==> src/design/fault_status_pkg.sv <==
/*
 fault_status_pkg: register indices, field positions, reset values and
 timing counts for the fault-status and serial-monitor block.
 Assumes a 25 MHz core clock; all users import the whole package.
*/
package fault_status_pkg;
    // frame layout: 3 address bits above 13 data bits
    localparam int FRAME_BITS = 16;
    localparam int DATA_BITS = 13;
    localparam int ADDR_MSB = 15;
    localparam int ADDR_LSB = 13;
    localparam int CNT_W = 5;
    localparam logic [CNT_W-1:0] CNT_SAT = 5'h11;
    localparam logic [CNT_W-1:0] CNT_GOOD = 5'h10;
    // number of leading response bits that carry the fault summary
    localparam int FAULT_LEAD = 3;

    // register indices as addressed in the frame
    localparam logic [2:0] REG3_IDX = 3'h3;
    localparam logic [2:0] REG4_IDX = 3'h4;
    localparam logic [2:0] REG5_IDX = 3'h5;
    localparam logic [2:0] REG6_IDX = 3'h6;
    localparam logic [2:0] FAULT_STATUS_IDX = 3'h7;

    // fault_status fields
    localparam int FS_OC_LSB = 0;
    localparam int FS_OC_MSB = 7;
    localparam int FS_SUPPLY_LOW = 8;
    localparam int FS_SUPPLY_HIGH = 9;
    localparam int FS_TEMP_WARN = 10;
    localparam int FS_TEMP_SHUT = 11;
    localparam int FS_CLEAR = 12;
    localparam logic [11:0] FS_RESET = 12'h000;

    // register 3..6 fields
    localparam int R3_PIN_DISABLE = 5;
    localparam int R3_THR_LSB = 6;
    localparam int R3_THR_MSB = 7;
    localparam int R45_THR_LSB = 5;
    localparam int R45_THR_MSB = 7;
    localparam int R6_OPEN_A = 5;
    localparam int R6_OPEN_B = 6;
    localparam int R6_REF_ERR = 7;
    localparam int R6_STALL = 8;
    localparam int R6_MIRROR_SEL = 11;
    localparam int R6_CLEAR = 12;
    localparam logic [12:0] R6_WMASK = 13'h0E1F;
    localparam logic [12:0] REG_RESET = 13'h0000;

    // stall threshold unit time and its cycle count
    localparam int CLK_PERIOD_NS = 40;
    localparam int STALL_UNIT_NS = 16000;
    localparam int STALL_UNIT_CYC = STALL_UNIT_NS / CLK_PERIOD_NS;
    localparam int UNIT_CNT_W = 9;
    localparam int THR_W = 8;
endpackage

==> src/design/fault_status_spi_monitor.sv <==
/*
 fault_status_spi_monitor: latched fault flags, serial register port with
 frame-length check, summary fault level on the serial output, stall
 threshold compare and the pulse-width pin mux.
 Assumes fault and regulation inputs are synchronous to clk; the serial
 pins come from the host's clock domain and are synchronised here.
*/
// Functional notes
// - bits 7..0 latch overcurrent of each of the eight bridge transistors
// - bits 9..8 report supply state: 01 too low, 10 too high
// - bit 10 flags thermal warning only, outputs keep running
// - thermal shutdown sets bit 11 and holds bridges off until cleared
// - writing clear bit 12 zeroes every fault flag
// - summary fault drives data out from select falling edge to bit 12
// - summary is OR of open-load, reference error and fault bits 0..11
// - chip select rising edge moves shift register into addressed register
// - rising clocks counted per frame; write allowed only at exactly sixteen
// - frames with other clock counts are dropped, registers untouched
// - stall flag sets when quadrant on-time sum is below the threshold
// - mirror select zero routes bridge A regulation to the pulse pin
// - mirror select one routes the stall flag to the pulse pin
// - pulse pin is driven only while the pin-disable bit is zero
// - threshold counts in sixteen-microsecond units of on time
`timescale 1ns/100ps
`default_nettype none
module fault_status_spi_monitor
    import fault_status_pkg::*;
#(
    parameter int UNIT_CYC = STALL_UNIT_CYC
) (
    input wire logic clk, // core clock, 25 MHz
    input wire logic nrst, // async reset, active low
    input wire logic chip_select_n, // serial chip select pin
    input wire logic serial_clk, // serial clock pin
    input wire logic serial_data_in, // serial data pin in
    output logic serial_data_out, // serial data pin level
    output logic serial_data_out_oe, // serial data pin enable
    input wire logic [7:0] overcurrent_in, // per-transistor limit hit
    input wire logic supply_low_in, // supply undervoltage
    input wire logic supply_high_in, // supply overvoltage
    input wire logic temp_warn_in, // temperature warning reached
    input wire logic temp_shut_in, // thermal shutdown reached
    input wire logic open_load_a_in, // open load on bridge A
    input wire logic open_load_b_in, // open load on bridge B
    input wire logic ref_current_err_in, // reference current bad
    input wire logic regulation_a_in, // bridge A regulation signal
    input wire logic quadrant_active_in, // rising-current quadrant
    output logic pulse_pin_out, // pulse-width pin level
    output logic pulse_pin_oe, // pulse-width pin enable
    output logic bridges_off, // force all bridges off
    output logic [12:0] reg3_q, // register 3 contents
    output logic [12:0] reg4_q, // register 4 contents
    output logic [12:0] reg5_q, // register 5 contents
    output logic [12:0] reg6_q // register 6 writable contents
);
    typedef enum logic [1:0] {
        LINK_IDLE = 2'b00,
        LINK_FRAME = 2'b01,
        LINK_DONE = 2'b10
    } link_state_t;

    logic cs_n_s, sclk_s, sdi_s;
    logic cs_n_d_r, sclk_d_r;
    logic cs_fall, cs_rise, sclk_rise, sclk_fall;
    link_state_t state_r, state_nxt;
    logic [CNT_W-1:0] bit_cnt_r;
    logic [FRAME_BITS-1:0] rx_r;
    logic [FRAME_BITS-1:0] tx_r;
    logic [2:0] read_idx_r;
    logic frame_ok;
    logic [2:0] wr_idx;
    logic [DATA_BITS-1:0] wr_data;
    logic [11:0] fault_status_r;
    logic open_a_r, open_b_r, ref_err_r, stall_flag_r;
    logic fault_clear, reg6_clear;
    logic fault_summary;
    logic [DATA_BITS-1:0] read_data;
    logic [THR_W-1:0] stall_threshold;
    logic [UNIT_CNT_W-1:0] unit_cnt_r;
    logic [THR_W:0] on_sum_r;
    logic quad_d_r;
    logic quad_end;

    // serial pins come from the host domain
    sync2 #(.W(3), .INIT(3'h4)) u_pin_sync (
        .clk(clk),
        .nrst(nrst),
        .d({chip_select_n, serial_clk, serial_data_in}),
        .q({cs_n_s, sclk_s, sdi_s})
    );

    // edge detection on the synchronised copies
    always_ff @(posedge clk or negedge nrst) begin
        if (!nrst) begin
            cs_n_d_r <= 1'b1;
            sclk_d_r <= 1'b0;
        end else begin
            cs_n_d_r <= cs_n_s;
            sclk_d_r <= sclk_s;
        end
    end

    assign cs_fall = cs_n_d_r & ~cs_n_s;
    assign cs_rise = ~cs_n_d_r & cs_n_s;
    assign sclk_rise = ~sclk_d_r & sclk_s & ~cs_n_s;
    assign sclk_fall = sclk_d_r & ~sclk_s & ~cs_n_s;

    // frame sequencing
    always_comb begin
        state_nxt = state_r;
        case (state_r)
            LINK_IDLE: begin
                if (cs_fall) begin
                    state_nxt = LINK_FRAME;
                end
            end
            LINK_FRAME: begin
                if (cs_rise) begin
                    state_nxt = LINK_DONE;
                end
            end
            LINK_DONE: begin
                state_nxt = LINK_IDLE;
            end
            default: begin
                state_nxt = LINK_IDLE;
            end
        endcase
    end

    always_ff @(posedge clk or negedge nrst) begin
        if (!nrst) begin
            state_r <= LINK_IDLE;
        end else begin
            state_r <= state_nxt;
        end
    end

    // rising clocks counted, saturating so long frames stay rejected
    always_ff @(posedge clk or negedge nrst) begin
        if (!nrst) begin
            bit_cnt_r <= '0;
        end else if (cs_fall) begin
            bit_cnt_r <= '0;
        end else if (sclk_rise && bit_cnt_r != CNT_SAT) begin
            bit_cnt_r <= bit_cnt_r + 1'b1;
        end
    end

    // receive shift register, msb first, sampled on rising clock
    always_ff @(posedge clk or negedge nrst) begin
        if (!nrst) begin
            rx_r <= '0;
        end else if (sclk_rise) begin
            rx_r <= {rx_r[FRAME_BITS-2:0], sdi_s};
        end
    end

    // write strobe only for a frame of exactly sixteen clocks
    assign frame_ok = (state_r == LINK_FRAME) && cs_rise
        && (bit_cnt_r == CNT_GOOD);
    assign wr_idx = rx_r[ADDR_MSB:ADDR_LSB];
    assign wr_data = rx_r[DATA_BITS-1:0];
    assign fault_clear = frame_ok && wr_idx == FAULT_STATUS_IDX
        && wr_data[FS_CLEAR];
    assign reg6_clear = frame_ok && wr_idx == REG6_IDX
        && wr_data[R6_CLEAR];

    // control registers; a rejected frame leaves them untouched
    always_ff @(posedge clk or negedge nrst) begin
        if (!nrst) begin
            reg3_q <= REG_RESET;
            reg4_q <= REG_RESET;
            reg5_q <= REG_RESET;
            reg6_q <= REG_RESET;
            read_idx_r <= FAULT_STATUS_IDX;
        end else if (frame_ok) begin
            read_idx_r <= wr_idx;
            case (wr_idx)
                REG3_IDX: reg3_q <= wr_data;
                REG4_IDX: reg4_q <= wr_data;
                REG5_IDX: reg5_q <= wr_data;
                REG6_IDX: reg6_q <= wr_data & R6_WMASK;
                default: begin
                end
            endcase
        end
    end

    // sticky fault flags; a new event wins over a clear in the same cycle
    always_ff @(posedge clk or negedge nrst) begin
        if (!nrst) begin
            fault_status_r <= FS_RESET;
        end else begin
            fault_status_r <= (fault_clear ? FS_RESET : fault_status_r)
                | {temp_shut_in,
                   temp_warn_in,
                   supply_high_in, supply_low_in,
                   overcurrent_in};
        end
    end

    // shutdown persists through the latched flag, not the live input
    assign bridges_off = fault_status_r[FS_TEMP_SHUT];

    // register 6 status flags, cleared by its own clear bit
    always_ff @(posedge clk or negedge nrst) begin
        if (!nrst) begin
            open_a_r <= 1'b0;
            open_b_r <= 1'b0;
            ref_err_r <= 1'b0;
        end else begin
            open_a_r <= (open_a_r & ~reg6_clear) | open_load_a_in;
            open_b_r <= (open_b_r & ~reg6_clear) | open_load_b_in;
            ref_err_r <= (ref_err_r & ~reg6_clear) | ref_current_err_in;
        end
    end

    assign fault_summary = (|fault_status_r) | open_a_r | open_b_r
        | ref_err_r;

    // answer data: last addressed register
    always_comb begin
        case (read_idx_r)
            REG3_IDX: read_data = reg3_q;
            REG4_IDX: read_data = reg4_q;
            REG5_IDX: read_data = reg5_q;
            REG6_IDX: read_data = reg6_q | {4'h0, stall_flag_r,
                ref_err_r, open_b_r, open_a_r, 5'h00};
            FAULT_STATUS_IDX: read_data = {1'b0, fault_status_r};
            default: read_data = '0;
        endcase
    end

    // transmit: fault level leads, then data from bit 12 downward
    always_ff @(posedge clk or negedge nrst) begin
        if (!nrst) begin
            tx_r <= '0;
        end else if (cs_fall) begin
            tx_r <= {{FAULT_LEAD{fault_summary}}, read_data};
        end else if (sclk_fall) begin
            tx_r <= {tx_r[FRAME_BITS-2:0], 1'b0};
        end
    end

    // pin only driven inside a frame, released as soon as select rises
    always_ff @(posedge clk or negedge nrst) begin
        if (!nrst) begin
            serial_data_out <= 1'b0;
            serial_data_out_oe <= 1'b0;
        end else begin
            serial_data_out <= tx_r[FRAME_BITS-1];
            serial_data_out_oe <= ~cs_n_s && state_r == LINK_FRAME;
        end
    end

    // threshold bits are spread over three registers
    assign stall_threshold = {reg5_q[R45_THR_MSB:R45_THR_LSB],
        reg4_q[R45_THR_MSB:R45_THR_LSB],
        reg3_q[R3_THR_MSB:R3_THR_LSB]};

    // on-time summed in 16 us units over one rising quadrant
    always_ff @(posedge clk or negedge nrst) begin
        if (!nrst) begin
            unit_cnt_r <= '0;
            on_sum_r <= '0;
            quad_d_r <= 1'b0;
        end else begin
            quad_d_r <= quadrant_active_in;
            if (!quadrant_active_in) begin
                unit_cnt_r <= '0;
                on_sum_r <= '0;
            end else if (regulation_a_in) begin
                if (unit_cnt_r == UNIT_CNT_W'(UNIT_CYC - 1)) begin
                    unit_cnt_r <= '0;
                    if (!on_sum_r[THR_W]) begin
                        on_sum_r <= on_sum_r + 1'b1;
                    end
                end else begin
                    unit_cnt_r <= unit_cnt_r + 1'b1;
                end
            end
        end
    end

    assign quad_end = quad_d_r & ~quadrant_active_in;

    // stall decided at quadrant end; set wins over register 6 clear
    always_ff @(posedge clk or negedge nrst) begin
        if (!nrst) begin
            stall_flag_r <= 1'b0;
        end else if (quad_end && on_sum_r < {1'b0, stall_threshold}) begin
            stall_flag_r <= 1'b1;
        end else if (reg6_clear) begin
            stall_flag_r <= 1'b0;
        end
    end

    // pulse pin mux and enable, registered to keep the pin glitch free
    always_ff @(posedge clk or negedge nrst) begin
        if (!nrst) begin
            pulse_pin_out <= 1'b0;
            pulse_pin_oe <= 1'b0;
        end else begin
            pulse_pin_out <= reg6_q[R6_MIRROR_SEL] ? stall_flag_r
                : regulation_a_in;
            pulse_pin_oe <= ~reg3_q[R3_PIN_DISABLE];
        end
    end
endmodule // fault_status_spi_monitor
`default_nettype wire

==> src/design/sync2.sv <==
/*
 sync2: two-flop synchroniser for a bundle of independent levels.
 Assumes each bit is a slow level or a clock slower than clk/2.
*/
`timescale 1ns/100ps
`default_nettype none
module sync2 #(
    parameter int W = 1,
    parameter logic [W-1:0] INIT = '0
) (
    input wire logic clk, // core clock
    input wire logic nrst, // async reset, active low
    input wire logic [W-1:0] d, // asynchronous inputs
    output logic [W-1:0] q // synchronised outputs
);
    logic [W-1:0] meta_r;

    // first stage feeds only the second stage
    always_ff @(posedge clk or negedge nrst) begin
        if (!nrst) begin
            meta_r <= INIT;
            q <= INIT;
        end else begin
            meta_r <= d;
            q <= meta_r;
        end
    end
endmodule // sync2
`default_nettype wire

==> config.mk <==
export PLATFORM = sky130hd
export DESIGN_NAME = fault_status_spi_monitor
export DESIGN_NICKNAME = d
export VERILOG_FILES = /design/src/design/fault_status_pkg.sv /design/src/design/fault_status_spi_monitor.sv /design/src/design/sync2.sv
export SDC_FILE = /design/constraint.sdc
export NUM_CORES = 1
export LEC_CHECK = 0
export BUFFER_PORTS_ARGS = -buffer_cell sky130_fd_sc_hd__buf_2
export CAP_MARGIN = 20
export CORE_ASPECT_RATIO = 0.9
export CORE_MARGIN = 10
export CORE_UTILIZATION = 57
export CTS_CLUSTER_DIAMETER = 30
export DETAILED_ROUTE_END_ITERATION = 8
export PLACE_DENSITY = 0.78
export SYNTH_ARGS = -nofsm -noshare
export SYNTH_HDL_FRONTEND = slang
export SYNTH_HIERARCHICAL = 1
export SYNTH_SLANG_ARGS = --single-unit
export TNS_END_PERCENT = 100
==> constraint.sdc <==
create_clock -name clk -period 2.8 [get_ports clk]
set_input_delay 0.14 -clock clk [delete_from_list [all_inputs] [get_ports clk]]
set_output_delay 0.14 -clock clk [all_outputs]
set_load 0.02 [all_outputs]
==> out/metrics.cfg <==
[route]
wirelength_mm = 15.15
vias = 4413
first_pass_iters = 5
ant_nets = 0
wl_per_cell_um = 20.21
drc = 0
drt_iter0_markers = 403
vias_per_cell = 5.884

[clocking]
clockRootBuffer = clkbuf_16
clockBufferDepth = 2
htreeDepth = 4
cts_tree = yes
cts_resized = 0
cts_buffers = 17
cts_sinks = 136
cts.clk_slew.worst_paths_ns = 0.06
insertion_delay_ns = 0.42

[die]
die_w_um = 129.2
rows = 35
die_height_um = 118.3
start_util = 0.5890
core_area_mm2 = 0.01038
die-area_mm2 = 0.01527
io_pins = 79

[critical_path]
criticalPathCategory = reg2reg
rr_endpoint = reg4_q[10]$_DFFE_PN0P_
crit_path_top_delay_cell = nand2_1
cp_num_buf_inv = 1
end_kind = flop
reg2regPathDepth = 6
reg2reg_from = bit_cnt_r[0]$_DFFE_PN0P_
crit_fanout = 13
critical_path_required_ns = 3.10
crit_chain = inv_1 -> ha_1 -> nand4bb_1 -> nor3_1 -> nand2_1 -> mux2_2
slowest_delay_ns = 0.59
cp_top_family = simple AND/OR/NAND/NOR gates
worstSetupStartpointType = flop
cp.arrival_ns = 2.76
regToRegSetupSlack_ns = 0.34

[grt]
grt_pass1_vias = 4703
grt_max_degree = 87
grt_use_total = 0.2078
grt_pass1_wl_mm = 25.43
antenna_found_initial = 0
grt_remaining_overflow = 0

[layout]
instances_no_fill = 750
layout_common_cells = dfrtp_1 (130), buf_2 (72), mux2_2 (63), nand2_1 (35), nor2_1 (32)
layout-drive-gt1-share = 0.3108
layout_commonest_cell = dfrtp_1
area_growth_syn_to_layout_pct = 21.76
nets = 642
nFillCells = 709
antennaDiodeCount = 0
design_area_mm2 = 0.007443

[sta]
slew_headroom = 0.4770
fin_crit_ns = 2.458
worstMarginPinSlew_ns = 0.7845
finalSetupTns_ns = 0
finalMaxSlewViolations = 0
grt_setup_unrepaired = false
setup_viol = 0
fin_crit_sh = 0.8779
finalHoldViolCount = 0
timing.fmax_mhz = 406.8
finClkSkew_ns = 0.009749

[logic_synthesis]
yosys_warnings = 6
synthTopCellsByArea = dfrtp_1 (53%), mux2_2 (12%), dfstp_2 (2.6%)
async_reset_ff_frac = 1.000
syn_inst = 510
syn_avg_cell_area_um2 = 11.99
yosysSeqAreaShare = 0.5579
ys_ff_latch = 136
yosys.area.top_type = dfrtp_1
synth_flop_cell = dfrtp_1
synth_edf_count = 0
syn-cell-area_mm2 = 0.006113
synth_top_area_frac = 0.5321
synthDistinctLibCells = 46

[placed_design]
numPortBuffers = 73
gp_congestion = 0.8338
dpl_cell_area_mm2 = 0.006643
place_inst = 698
hpwl_mm = 10.05

[worst_hold_path]
min-delay-path-class = in2reg
hold_path_depth = 3
min_to = pulse_pin_out$_DFF_PN0_
min_from = regulation_a_in

[power]
ir_worst_vdd_v = 0.0005376
power.density_mw_per_mm2 = 625.7
leakagePower_nw = 3.546

[status]
status = finished clean

[job]
cap_violations = 0

-- registers in the layout (all words and copies together) (netlist names), 9 cells and up --
register / cells
reg3_q: 13
reg4_q: 13
tx_r: 16
unit_cnt_r: 9
fault_status_r: 12
rx_r: 16
reg5_q: 13
on_sum_r: 9
-- cells in the mapped netlist (all sizes together), types with 2 or more instances --
cell	count
a21oi	11
buf	11
or4	5
a22oi	11
nand2	35
nand3	8
inv	17
a211o	11
o211ai	2
clkbuf	20
or3	4
nand2b	2
mux2	73
o31ai	3
dfstp	6
nor2b	7
o21a	4
nor2	32
a21o	17
nor3b	4
nor4	8
nand4bb	2
o22ai	11
nor3	5
nand4	6
ha	12
nand4b	4
mux2i	14
or4b	2
nand3b	2
o21ai	10
xnor2	9
xor2	5
dfrtp	130
-- cell families after synthesis --
logic type | Yosys count | synth area share
buf+inv | 48 | 0.03295
fa+ha+maj | 12 | 0.02456
simple gates | 127 | 0.1081
mux | 88 | 0.1611
flops | 136 | 0.5579
compound gates | 84 | 0.09476
xor+xnor | 14 | 0.02006
other cells | 1 | 0.0006134
-- how the worst max path moves through the flow --
stage / startpoint / end / slack [ns] / cells after the start
3_3_place_gp: u_pin_sync/q[2]$_DFF_PN1_ / reg3_q[7]$_DFFE_PN0P_ / 0.50 / 5
2_1_floorplan: read_idx_r[1]$_DFFE_PN1P_ / tx_r[10]$_DFFE_PN0P_ / 0.65 / 6
4_1_cts: bit_cnt_r[0]$_DFFE_PN0P_ / reg4_q[2]$_DFFE_PN0P_ / 0.40 / 6
3_5_place_dp: bit_cnt_r[0]$_DFFE_PN0P_ / reg4_q[10]$_DFFE_PN0P_ / 0.40 / 6
6_report: bit_cnt_r[0]$_DFFE_PN0P_ / reg4_q[10]$_DFFE_PN0P_ / 0.34 / 6
5_1_grt: bit_cnt_r[0]$_DFFE_PN0P_ / reg4_q[10]$_DFFE_PN0P_ / 0.11 / 6
-- layout make-up --
cell class,count,area [um2],area share
Clock buffer,18,439.2,0.05900
Clock inverter,14,161.4,0.02168
Tap cell,129,161.4,0.02168
Inverter,17,63.81,0.008573
Timing Repair Buffer,106,681.9,0.09161
Multi-Input combinational cell,330,2525,0.3392
Sequential cell,136,3411,0.4582
-- worst min-delay path, delay by kind of cell --
| family | cells | cell delay [ns] |
|---|---|---|
| AO/OA/AOI/OAI | 1 | 0.08 |
| buffers and inverters | 2 | 0.23 |
-- what timing repair did --
item	in CTS	in global routing
endpoints found under the hold margin	97	0
setup buffers	0	0
hold buffers	20	0
-- power by group --
group          internal (mW)  total, mW  switching (mW)
clock                   1.36       2.25           0.899
combinational          0.112      0.240           0.128
sequential              2.05       2.16           0.109
-- through the flow --
stage	hold WS [ns]	total power, mW	utilization	setup WS [ns]
final	0.07455	4.657	0.7172	0.3417
after global routing	0.09960	4.827	0.7172	0.1144
after CTS	0.05990	4.680	0.7172	0.4020
after detailed placement	0.2480	2.408	0.6400	0.3999
after global placement	0.2469	2.392	0.6400	0.5000
after floorplan	-0.1556	2.283	-	0.6489
-- per-layer routing --
metal,part of all wire,track usage
met1,0.45,0.2804
met2,0.49,0.3203
met3,0.057,0.05943
met4,0.0086,0.05540
met5,0,0
Note: power is estimated with default switching activity, not from simulation.
